<file path="config.mk">
export PLATFORM = sky130hd
export DESIGN_NAME = urb_rx
export DESIGN_NICKNAME = d
export VERILOG_FILES = /design/src/urb_pkg.sv /design/src/urb_sampler.sv /design/src/urb_rx.sv
export SDC_FILE = /design/constraint.sdc
export NUM_CORES = 1
export LEC_CHECK = 0
export BUFFER_PORTS_ARGS = -buffer_cell sky130_fd_sc_hd__buf_4
export CAP_MARGIN = 40
export CORE_AREA = 2 2 113 115
export CTS_CLUSTER_SIZE = 30
export DETAILED_ROUTE_END_ITERATION = 10
export DIE_AREA = 0 0 115 117
export GPL_ROUTABILITY_DRIVEN = 1
export GPL_TIMING_DRIVEN = 1
export PLACE_DENSITY = 0.83
export SLEW_MARGIN = 5
export SYNTH_ARGS = -nofsm -noshare
export SYNTH_HDL_FRONTEND = slang
export SYNTH_SLANG_ARGS = --single-unit
</file>
<file path="constraint.sdc">
create_clock -name hclk -period 3.9 [get_ports hclk]
set_clock_uncertainty 0.2 [all_clocks]
set_input_delay 0 -clock hclk [delete_from_list [all_inputs] [get_ports hclk]]
set_output_delay 0 -clock hclk [all_outputs]
set_load 0.02 [all_outputs]
</file>
<file path="src/urb_pkg.sv">
// Shared constants and types for the serial receive block.
// Assumes one system clock and a 32-bit AHB-Lite register bus.
package urb_pkg;

	// Register byte offsets, one aligned word each.
	localparam logic [7:0] URB_OFF_DATA    = 8'h00;
	localparam logic [7:0] URB_OFF_STATUS  = 8'h04;
	localparam logic [7:0] URB_OFF_CONTROL = 8'h08;
	localparam logic [7:0] URB_OFF_FORMAT  = 8'h0C;
	localparam logic [7:0] URB_OFF_BAUD    = 8'h10;

	// Field positions in serial_status_register.
	localparam int URB_STS_RXC        = 7;
	localparam int URB_STS_FRAME_ERR  = 4;
	localparam int URB_STS_OVERRUN    = 3;
	localparam int URB_STS_PARITY_ERR = 2;
	localparam int URB_STS_DOUBLE     = 1;

	// Field positions in serial_control_register.
	localparam int URB_CTL_IRQ_EN = 7;
	localparam int URB_CTL_RX_EN  = 4;
	localparam int URB_CTL_NINTH  = 1;

	// Field positions in serial_format_register.
	localparam int URB_FMT_PEN  = 5;
	localparam int URB_FMT_PODD = 4;
	localparam int URB_FMT_SBS  = 3;
	localparam int URB_FMT_CSZ  = 0;

	// Values after reset.
	localparam logic [2:0]  URB_CSZ_RST  = 3'h3;
	localparam logic [11:0] URB_BAUD_RST = 12'h000;

	// Character size code for nine data bits.
	localparam logic [2:0] URB_CSZ_NINE = 3'h7;

	// Samples per bit in normal and in double-speed mode.
	localparam logic [4:0] URB_SPB_NORMAL = 5'h10;
	localparam logic [4:0] URB_SPB_DOUBLE = 5'h08;

	// Receiver recovery states.
	typedef enum logic [2:0] {
		URB_IDLE   = 3'b000,
		URB_START  = 3'b001,
		URB_DATA   = 3'b010,
		URB_PARITY = 3'b011,
		URB_STOP   = 3'b100
	} urb_state_e;

	// One received character with its own status flags.
	typedef struct packed {
		logic [8:0] data;
		logic       frame_err;
		logic       overrun;
		logic       parity_err;
	} urb_entry_s;

endpackage

</file>
<file path="src/urb_sampler.sv">
// Pin synchroniser and oversampling tick divider for the receiver.
// Assumes the receive pin is asynchronous to hclk.
`timescale 1ns/1ps
module urb_sampler (
	// Clock and reset.
	input  wire logic        hclk,
	input  wire logic        hresetn,
	// Serial pin and divider setting.
	input  wire logic        serial_rx_pin,
	input  wire logic [11:0] baud_div,
	// Sample enable and clean line level.
	output logic             sample_tick,
	output logic             rx_level
);
	import urb_pkg::*;

	typedef struct packed {
		logic [1:0]  sync;
		logic [11:0] cnt;
		logic        tick;
	} urb_smp_s;

	urb_smp_s s;
	urb_smp_s next_s;

	// Two-stage synchroniser and a divider that pulses once per baud_div+1 clocks.
	always_comb begin
		next_s = s;
		next_s.sync = {s.sync[0], serial_rx_pin};
		next_s.tick = 1'b0;
		if (s.cnt >= baud_div) begin
			next_s.cnt = 12'h000;
			next_s.tick = 1'b1;
		end else begin
			next_s.cnt = s.cnt + 12'h001;
		end
	end

	// State register; the line idles high.
	always_ff @(posedge hclk or negedge hresetn) begin
		if (!hresetn) begin
			s <= '{sync: 2'h3, cnt: 12'h000, tick: 1'b0};
		end else begin
			s <= next_s;
		end
	end

	assign sample_tick = s.tick;
	assign rx_level = s.sync[1];
endmodule

</file>
<file path="src/urb_rx.sv">
// Serial receiver with a two-entry buffer and an AHB-Lite register slave.
// Assumes one 100 MHz clock, single-word bus transfers and one bus master.
//
// How it works
// - Receive-complete flag is high exactly while the buffer holds unread characters.
// - Clearing receiver enable empties the buffer, so receive-complete drops.
// - Interrupt request follows flag AND its enable AND the global enable.
// - Error flags live in each buffer entry; data read advances to next entry.
// - Software writes to error flag bits are ignored.
// - Error flags never raise an interrupt request.
// - Frame error shows when the first stop bit was voted low.
// - Only the first stop bit is checked; stop count setting is ignored.
// - Overrun when buffer full, shift register waiting and a new start arrives.
// - Overrun set means frames were lost between two data reads; here it stays set when a read frees room before the new frame ends.
// - Overrun clears when a frame moves from shift register into the buffer.
// - Parity checked only when parity enable set; other bit picks odd.
// - Checker compares data parity with received bit; result stored per entry.
// - Parity error shows only for failed checks made while checking was on.
// - Parity error reads zero while checking is disabled.
// - Disabling the receiver abandons any frame in progress at once.
// - Pin override released while the receiver is disabled.
// - Sampling locks to each frame and every bit is filtered.
// - Oversampling is sixteen per bit, or eight in double speed.
// - Start bit voted on samples 8-10 or 4-6; mostly high rejects it.
// - Every later bit is the majority of its three centre samples.
// - A low voted stop bit records a frame error.
//
// Chosen here: the AHB-Lite interface to the registers and the register addresses.
`timescale 1ns/1ps
module urb_rx (
	// Clock and reset.
	input  wire logic        hclk,
	input  wire logic        hresetn,
	// AHB-Lite slave.
	input  wire logic        hsel,
	input  wire logic [31:0] haddr,
	input  wire logic [1:0]  htrans,
	input  wire logic        hwrite,
	input  wire logic [2:0]  hsize,
	input  wire logic [31:0] hwdata,
	input  wire logic        hready,
	output logic             hreadyout,
	output logic             hresp,
	output logic [31:0]      hrdata,
	// Serial line.
	input  wire logic        serial_rx_pin,
	output logic             rx_pin_override,
	// Interrupt request.
	input  wire logic        global_irq_enable,
	output logic             rx_complete_irq
);
	import urb_pkg::*;

	// Register map, one word per register, unused bits read as zero.
	// Data at offset 0x00 returns the oldest unread character and pops it.
	// Status at 0x04 shows receive-complete and the head entry's error flags.
	// Only the double-speed bit of the status word can be written.
	// Control at 0x08 holds the interrupt enable and the receiver enable.
	// Control also shows the ninth bit of the head entry.
	// Format at 0x0C holds parity enable, odd parity, stop-bit count and size.
	// Baud at 0x10 holds the divisor; one sample tick every divisor+1 clocks.
	// The buffer is two entries deep; a third character waits in the hold.
	// A character that ends while the hold is still full is lost.
	// A lost character sets a pending overrun that rides on the next entry.
	// That pending overrun clears once the entry moves into the buffer.

	typedef struct packed {
		// Bus side.
		logic             dp_v;
		logic             dp_wr;
		logic [7:0]       dp_addr;
		logic             rdy;
		logic [31:0]      rdata;
		// Settings.
		logic             receiver_enable;
		logic             rx_complete_irq_enable;
		logic             double_speed_select;
		logic             parity_enable_bit;
		logic             parity_odd_select;
		logic             stop_bit_count_select;
		logic [2:0]       csz;
		logic [11:0]      baud;
		// Recovery.
		urb_state_e       st;
		logic [4:0]       cnt;
		logic [2:0]       vote;
		logic [3:0]       nbit;
		logic [8:0]       shreg;
		logic             par;
		// Shift register hold and buffer.
		logic             hold_v;
		urb_entry_s       hold;
		logic             overrun_pend;
		urb_entry_s [1:0] fifo;
		logic             rdp;
		logic [1:0]       count;
		// Pin outputs.
		logic             irq;
		logic             ovr;
	} urb_rx_s;

	urb_rx_s s;
	urb_rx_s next_s;

	logic sample_tick;
	logic rx_level;

	// Synchronised line and sample enable.
	urb_sampler u_sampler (
		.hclk          (hclk),
		.hresetn       (hresetn),
		.serial_rx_pin (serial_rx_pin),
		.baud_div      (s.baud),
		.sample_tick   (sample_tick),
		.rx_level      (rx_level)
	);

	// Views of the state used by the next-state logic.
	logic       rxc;
	urb_entry_s head;
	logic [4:0] spb;
	logic [4:0] v_first;
	logic [4:0] v_last;
	logic [4:0] smp;
	logic [3:0] nbits;
	logic [2:0] v_now;
	logic       maj;
	logic [8:0] rx_data;
	logic       exp_par;
	logic       wr_idx;

	// Derived views of the current state.
	always_comb begin
		rxc = (s.count != 2'h0);
		head = s.fifo[s.rdp];
		spb = s.double_speed_select ? URB_SPB_DOUBLE : URB_SPB_NORMAL;
		v_first = spb >> 1;
		v_last = v_first + 5'h02;
		smp = (s.cnt == spb) ? 5'h01 : s.cnt + 5'h01;
		if (s.csz == URB_CSZ_NINE) begin
			nbits = 4'h9;
		end else if (s.csz[2]) begin
			nbits = 4'h8;
		end else begin
			nbits = {2'b00, s.csz[1:0]} + 4'h5;
		end
		v_now = {s.vote[1:0], rx_level};
		maj = (v_now[0] & v_now[1]) | (v_now[0] & v_now[2]) | (v_now[1] & v_now[2]);
		rx_data = s.shreg >> (4'h9 - nbits);
		exp_par = (^rx_data) ^ s.parity_odd_select;
	end

	// Next state: bus access, buffer movement, frame recovery, disable.
	always_comb begin
		next_s = s;
		wr_idx = 1'b0;

		// Write data phase; error flag bits are never written.
		if (s.dp_v && s.dp_wr) begin
			next_s.dp_v = 1'b0;
			case (s.dp_addr)
				URB_OFF_STATUS: begin
					next_s.double_speed_select = hwdata[URB_STS_DOUBLE];
				end
				URB_OFF_CONTROL: begin
					next_s.rx_complete_irq_enable = hwdata[URB_CTL_IRQ_EN];
					next_s.receiver_enable = hwdata[URB_CTL_RX_EN];
				end
				URB_OFF_FORMAT: begin
					next_s.parity_enable_bit = hwdata[URB_FMT_PEN];
					next_s.parity_odd_select = hwdata[URB_FMT_PODD];
					next_s.stop_bit_count_select = hwdata[URB_FMT_SBS];
					next_s.csz = hwdata[URB_FMT_CSZ +: 3];
				end
				URB_OFF_BAUD: begin
					next_s.baud = hwdata[11:0];
				end
				default: begin
					next_s.baud = s.baud;
				end
			endcase
		end

		// Read data phase: one wait cycle, then data with hreadyout high.
		if (s.dp_v && !s.dp_wr) begin
			next_s.dp_v = 1'b0;
			next_s.rdy = 1'b1;
			next_s.rdata = 32'h0000_0000;
			case (s.dp_addr)
				URB_OFF_DATA: begin
					// An empty buffer is left untouched and the read returns zero.
					if (rxc) begin
						next_s.rdata[7:0] = head.data[7:0];
						next_s.rdp = ~s.rdp;
						next_s.count = s.count - 2'h1;
					end
				end
				URB_OFF_STATUS: begin
					next_s.rdata[URB_STS_RXC] = rxc;
					next_s.rdata[URB_STS_FRAME_ERR] = rxc & head.frame_err;
					next_s.rdata[URB_STS_OVERRUN] = rxc & head.overrun;
					next_s.rdata[URB_STS_PARITY_ERR] = rxc & head.parity_err & s.parity_enable_bit;
					next_s.rdata[URB_STS_DOUBLE] = s.double_speed_select;
				end
				URB_OFF_CONTROL: begin
					next_s.rdata[URB_CTL_IRQ_EN] = s.rx_complete_irq_enable;
					next_s.rdata[URB_CTL_RX_EN] = s.receiver_enable;
					next_s.rdata[URB_CTL_NINTH] = rxc & head.data[8];
				end
				URB_OFF_FORMAT: begin
					next_s.rdata[URB_FMT_PEN] = s.parity_enable_bit;
					next_s.rdata[URB_FMT_PODD] = s.parity_odd_select;
					next_s.rdata[URB_FMT_SBS] = s.stop_bit_count_select;
					next_s.rdata[URB_FMT_CSZ +: 3] = s.csz;
				end
				URB_OFF_BAUD: begin
					next_s.rdata[11:0] = s.baud;
				end
				default: begin
					next_s.rdata = 32'h0000_0000;
				end
			endcase
		end

		// Address phase; a read drops hreadyout for one cycle.
		// Addresses above the register page decode as unmapped and read zero.
		if (hsel && htrans[1] && hready) begin
			next_s.dp_v = 1'b1;
			next_s.dp_wr = hwrite;
			next_s.dp_addr = (haddr[31:8] == 24'h00_0000) ? haddr[7:0] : 8'hFF;
			next_s.rdy = hwrite;
		end

		// Move a finished frame from the shift register into the buffer.
		if (next_s.hold_v && next_s.count != 2'h2) begin
			wr_idx = next_s.rdp ^ next_s.count[0];
			next_s.fifo[wr_idx] = s.hold;
			next_s.fifo[wr_idx].overrun = s.overrun_pend;
			next_s.overrun_pend = 1'b0;
			next_s.hold_v = 1'b0;
			next_s.count = next_s.count + 2'h1;
		end

		// Frame recovery on each oversampling tick.
		if (sample_tick && s.receiver_enable) begin
			if (s.st == URB_IDLE) begin
				if (!rx_level) begin
					next_s.st = URB_START;
					next_s.cnt = 5'h01;
					next_s.vote = 3'h0;
				end
			end else begin
				next_s.cnt = smp;
				if (smp >= v_first && smp <= v_last) begin
					next_s.vote = v_now;
				end
				if (smp == v_last) begin
					case (s.st)
						URB_START: begin
							if (maj) begin
								next_s.st = URB_IDLE;
							end else begin
								next_s.st = URB_DATA;
								next_s.nbit = 4'h0;
								next_s.shreg = 9'h000;
								if (s.hold_v && s.count == 2'h2) begin
									next_s.overrun_pend = 1'b1;
								end
							end
						end
						URB_DATA: begin
							next_s.shreg = {maj, s.shreg[8:1]};
							next_s.nbit = s.nbit + 4'h1;
							if (s.nbit + 4'h1 == nbits) begin
								next_s.st = s.parity_enable_bit ? URB_PARITY : URB_STOP;
							end
						end
						URB_PARITY: begin
							next_s.par = maj;
							next_s.st = URB_STOP;
						end
						URB_STOP: begin
							// Only the first stop bit is examined; a second is idle line.
							next_s.st = URB_IDLE;
							// The hold may drain into the buffer this cycle, so its next value decides.
							if (next_s.hold_v) begin
								next_s.overrun_pend = 1'b1;
							end else begin
								next_s.hold_v = 1'b1;
								next_s.hold.data = rx_data;
								next_s.hold.frame_err = ~maj;
								next_s.hold.overrun = 1'b0;
								next_s.hold.parity_err = s.parity_enable_bit & (s.par != exp_par);
							end
						end
						default: begin
							next_s.st = URB_IDLE;
						end
					endcase
				end
			end
		end

		// A disabled receiver drops its frame and empties the buffer at once.
		if (!s.receiver_enable) begin
			// The stored characters stay in the array but are no longer counted.
			next_s.st = URB_IDLE;
			next_s.hold_v = 1'b0;
			next_s.overrun_pend = 1'b0;
			next_s.count = 2'h0;
			next_s.rdp = 1'b0;
		end

		// Only receive-complete can request an interrupt.
		next_s.irq = (next_s.count != 2'h0) & next_s.rx_complete_irq_enable & global_irq_enable;
		next_s.ovr = next_s.receiver_enable;
	end

	// State register.
	always_ff @(posedge hclk or negedge hresetn) begin
		if (!hresetn) begin
			s <= '0;
			s.rdy <= 1'b1;
			s.csz <= URB_CSZ_RST;
			s.baud <= URB_BAUD_RST;
			s.st <= URB_IDLE;
		end else begin
			s <= next_s;
		end
	end

	// Outputs come straight from the state register, except hresp, which is tied low.
	assign hreadyout = s.rdy;
	assign hresp = 1'b0;
	assign hrdata = s.rdata;
	assign rx_complete_irq = s.irq;
	assign rx_pin_override = s.ovr;
endmodule

</file>
==> run_results.csv <==
group,metric,value,unit
routing,drtIter0Drc,487,
synthesis,synth_top_flop_cell,"dfrtp_1",
synthesis,yosysWarningCount,0,
clock_network,numClockSinks,124,
synthesis,synthTopCellsByArea,"dfrtp_1, mux2_2, ha_1",
grt,grt_pass1_vias,5445,
floorplan,die_y,117,um
clock_network,clock_path_buffers,2,
sta,final_max_slew_viol_count,0,
layout,fillCellCount,842,
layout,num-nets-final,855,
clock_network,cts_buffers,17,
sta,worstMarginPinSlew,0.8428,ns
sta,fin_hold_ws,0.02697,ns
synthesis,syn-instance-count,669,
critical_path,endpoint_kind,"flop",
floorplan,io_pins,112,
routing,detail_route.wl_per_cell,18.32,um
clock_network,clock_latency,0.42,ns
synthesis,synthArstFlopShare,1.000,
grt,track_usage,0.2645,
routing,drt-total-wl,16.81,mm
sta,setup_viol,0,
layout,seq_area,3109,um^2
placement,dp_slack,0.3769,ns
power,ir_drop,0.2892,mV
routing,vias,5408,
layout,final_core_util,0.6682,
critical_path,critPathKind,"reg -> reg",
grt,grt_max_degree,66,
critical_path,critical_path_arrival,3.73,ns
routing,drc,0,
critical_path,crit_path_max_fanout,14,
clock_network,cts_resized,0,
sta,rsz0062_at_grt,"false",
routing,ant_nets,0,
routing,wl_met1,6.893,mm
sta,hold_violations,0,
sta,fin_crit,3.599,ns
sta,slew_headroom,0.4361,
layout,final_layout_size_suffix_gt1_frac,0.2279,
synthesis,yosys.area.top_type,"dfrtp_1",
placement,dp.cells,851,
clock_network,cts_tree,"yes",
grt,grt_pass1_wl,27.64,mm
clock_network,clkTransAtPathRegs,0.06,ns
layout,area_growth,19.92,%
routing,maxUsedRoutingLayer,"met4",
placement,dp_hpwl,11.02,mm
synthesis,synth_most_common_cell,"dfrtp_1",
synthesis,synth-seq-cells,124,
synthesis,synth_area,6860,um^2
synthesis,synth_area_per_cell,10.25,um^2
power,power.total,3.433,mW
grt,gr-total-overflow,0,
layout,stdcell_area,8227,um^2
routing,wl_met2,8.574,mm
synthesis,synth.distinct_cells,67,
grt,antenna_found_initial,0,
layout,n_antenna_cell,0,
floorplan,core-area,12310,um^2
routing,viasPerCell,5.891,
floorplan,die_w,115,um
synthesis,synth_top_area_frac,0.4341,
synthesis,ys_seq_area_frac,0.4532,
placement,placed_area,7277,um^2
status,status,"finished clean",
routing,dr.pass1.iters,5,
power,p_per_area,417.3,nW/um^2
clock_network,cts_max_level,4,
sta,period_share,0.9228,
floorplan,placementRows,41,
synthesis,synth_edf_count,0,
critical_path,required,4.03,ns
power,leakage,3.870,nW
floorplan,die-area,13460,um^2
layout,multi_input_area,3316,um^2
floorplan,start_util,0.5572,
sta,max_freq,277.9,MHz
sta,timing.setup.tns,0,ns
placement,gp_congestion,0.9024,
sta,setup_slack,0.3012,ns
placement,io_buffers,66,
layout,final_cells,918,
critical_path,cp-start-kind,"flop",
synthesis,synth_common_cells,"dfrtp_1, nand2_1, mux2_2",
routing,wl_met3,881,um
clock_network,root_buffer,"clkbuf_16",
min_path,hp-class,"in -> async",
job,drv_cap,0,
[cells by family (layout without fill, tap and decap cells)]
kind of cell	count (synthesis)	after routing	synth area share
fa+ha+maj	25	25	0.04523
other cells	1	21	0.0005466
simple gates	205	205	0.1448
compound gates	129	129	0.1277
buf+inv	89	168	0.07441
xor+xnor	25	25	0.03392
mux	71	71	0.1202
flops	124	124	0.4532
[path summary, 6_finish.rpt]
check	start	to	slack (ns)	cells past startpoint
setup / recovery	s[86]$_DFFE_PN0P_	s[55]$_DFFE_PN0P_	0.30	13
max in group asynchronous	hresetn	u_sampler.next_s[14]$_DFF_PN1_	2.51	3
hold / removal	hresetn	s[128]$_DFFE_PN0P_	0.03	2
min in group hclk	serial_rx_pin	u_sampler.next_s[14]$_DFF_PN1_	0.04	2
setup reg to reg	s[86]$_DFFE_PN0P_	s[55]$_DFFE_PN0P_	0.30	13
hold reg to reg	u_sampler.next_s[14]$_DFF_PN1_	u_sampler.rx_level$_DFF_PN1_	0.16	0
[layer usage]
| metal | global-route usage | vias up |
|---|---|---|
| li1 | - | 2497 |
| met1 | 0.3241 | 2675 |
| met2 | 0.4600 | 201 |
| met3 | 0.05613 | 35 |
| met4 | 0.1052 | 0 |
| met5 | 0 | - |
[power by group]
| part | switching, mW | internal, mW |
|---|---|---|
| Combinational | 0.209 | 0.205 |
| Clock | 0.598 | 1.01 |
| Sequential | 0.0676 | 1.35 |
| Total | 0.874 | 2.56 |
[worst max-delay path, stage by stage (launching register included)]
cell and delay, ns:
dfrtp_1 0.46, or3b_2 0.49, a21oi_1 0.27, nand2b_1 0.17, inv_1 0.06, ha_1 0.32
nand4_1 0.09, or2_2 0.29, or2_1 0.25, nand2b_1 0.22, a21oi_1 0.17, buf_4 0.23
nand3_1 0.10, o21ai_0 0.20
[what timing repair did]
action                                 CTS  global route
buffers inserted                         0             0
hold buffers                            35             0
endpoints found under the hold margin   97             0
[final cells by class]
| cell class | instances | share of cell area |
|---|---|---|
| well taps | 150 | 0.02281 |
| clock buffers | 18 | 0.05217 |
| clock inverters | 14 | 0.02068 |
| flip-flops and latches | 124 | 0.3779 |
| multi-input cells | 476 | 0.4030 |
| inverters | 25 | 0.01141 |
| repair buffers | 111 | 0.1119 |
[placed cells by master (no fill, tap or decap), types with 3 or more instances in the layout]
master,n
dfrtp_1,119
buf_4,76
nand2_1,75
mux2_2,52
dlygate4sd3_1,35
nor2_1,33
o21ai_0,30
nand3_1,29
a21oi_1,24
inv_1,24
ha_1,24
conb_1,21
o21a_1,17
clkbuf_16,17
xnor2_1,13
nand2b_1,13
mux2i_1,13
nor3_1,12
xor2_1,11
nor4_1,8
o22a_1,8
a21o_1,8
o31ai_1,7
and3_1,6
a221oi_1,6
a22o_1,6
dfstp_2,5
nor4b_1,4
a31oi_1,4
a211oi_1,4
nor2b_1,4
clkinvlp_4,4
or2_2,3
or3_1,3
bufinv_16,3
clkinv_2,3
Note: power is estimated with default switching activity, not from simulation.
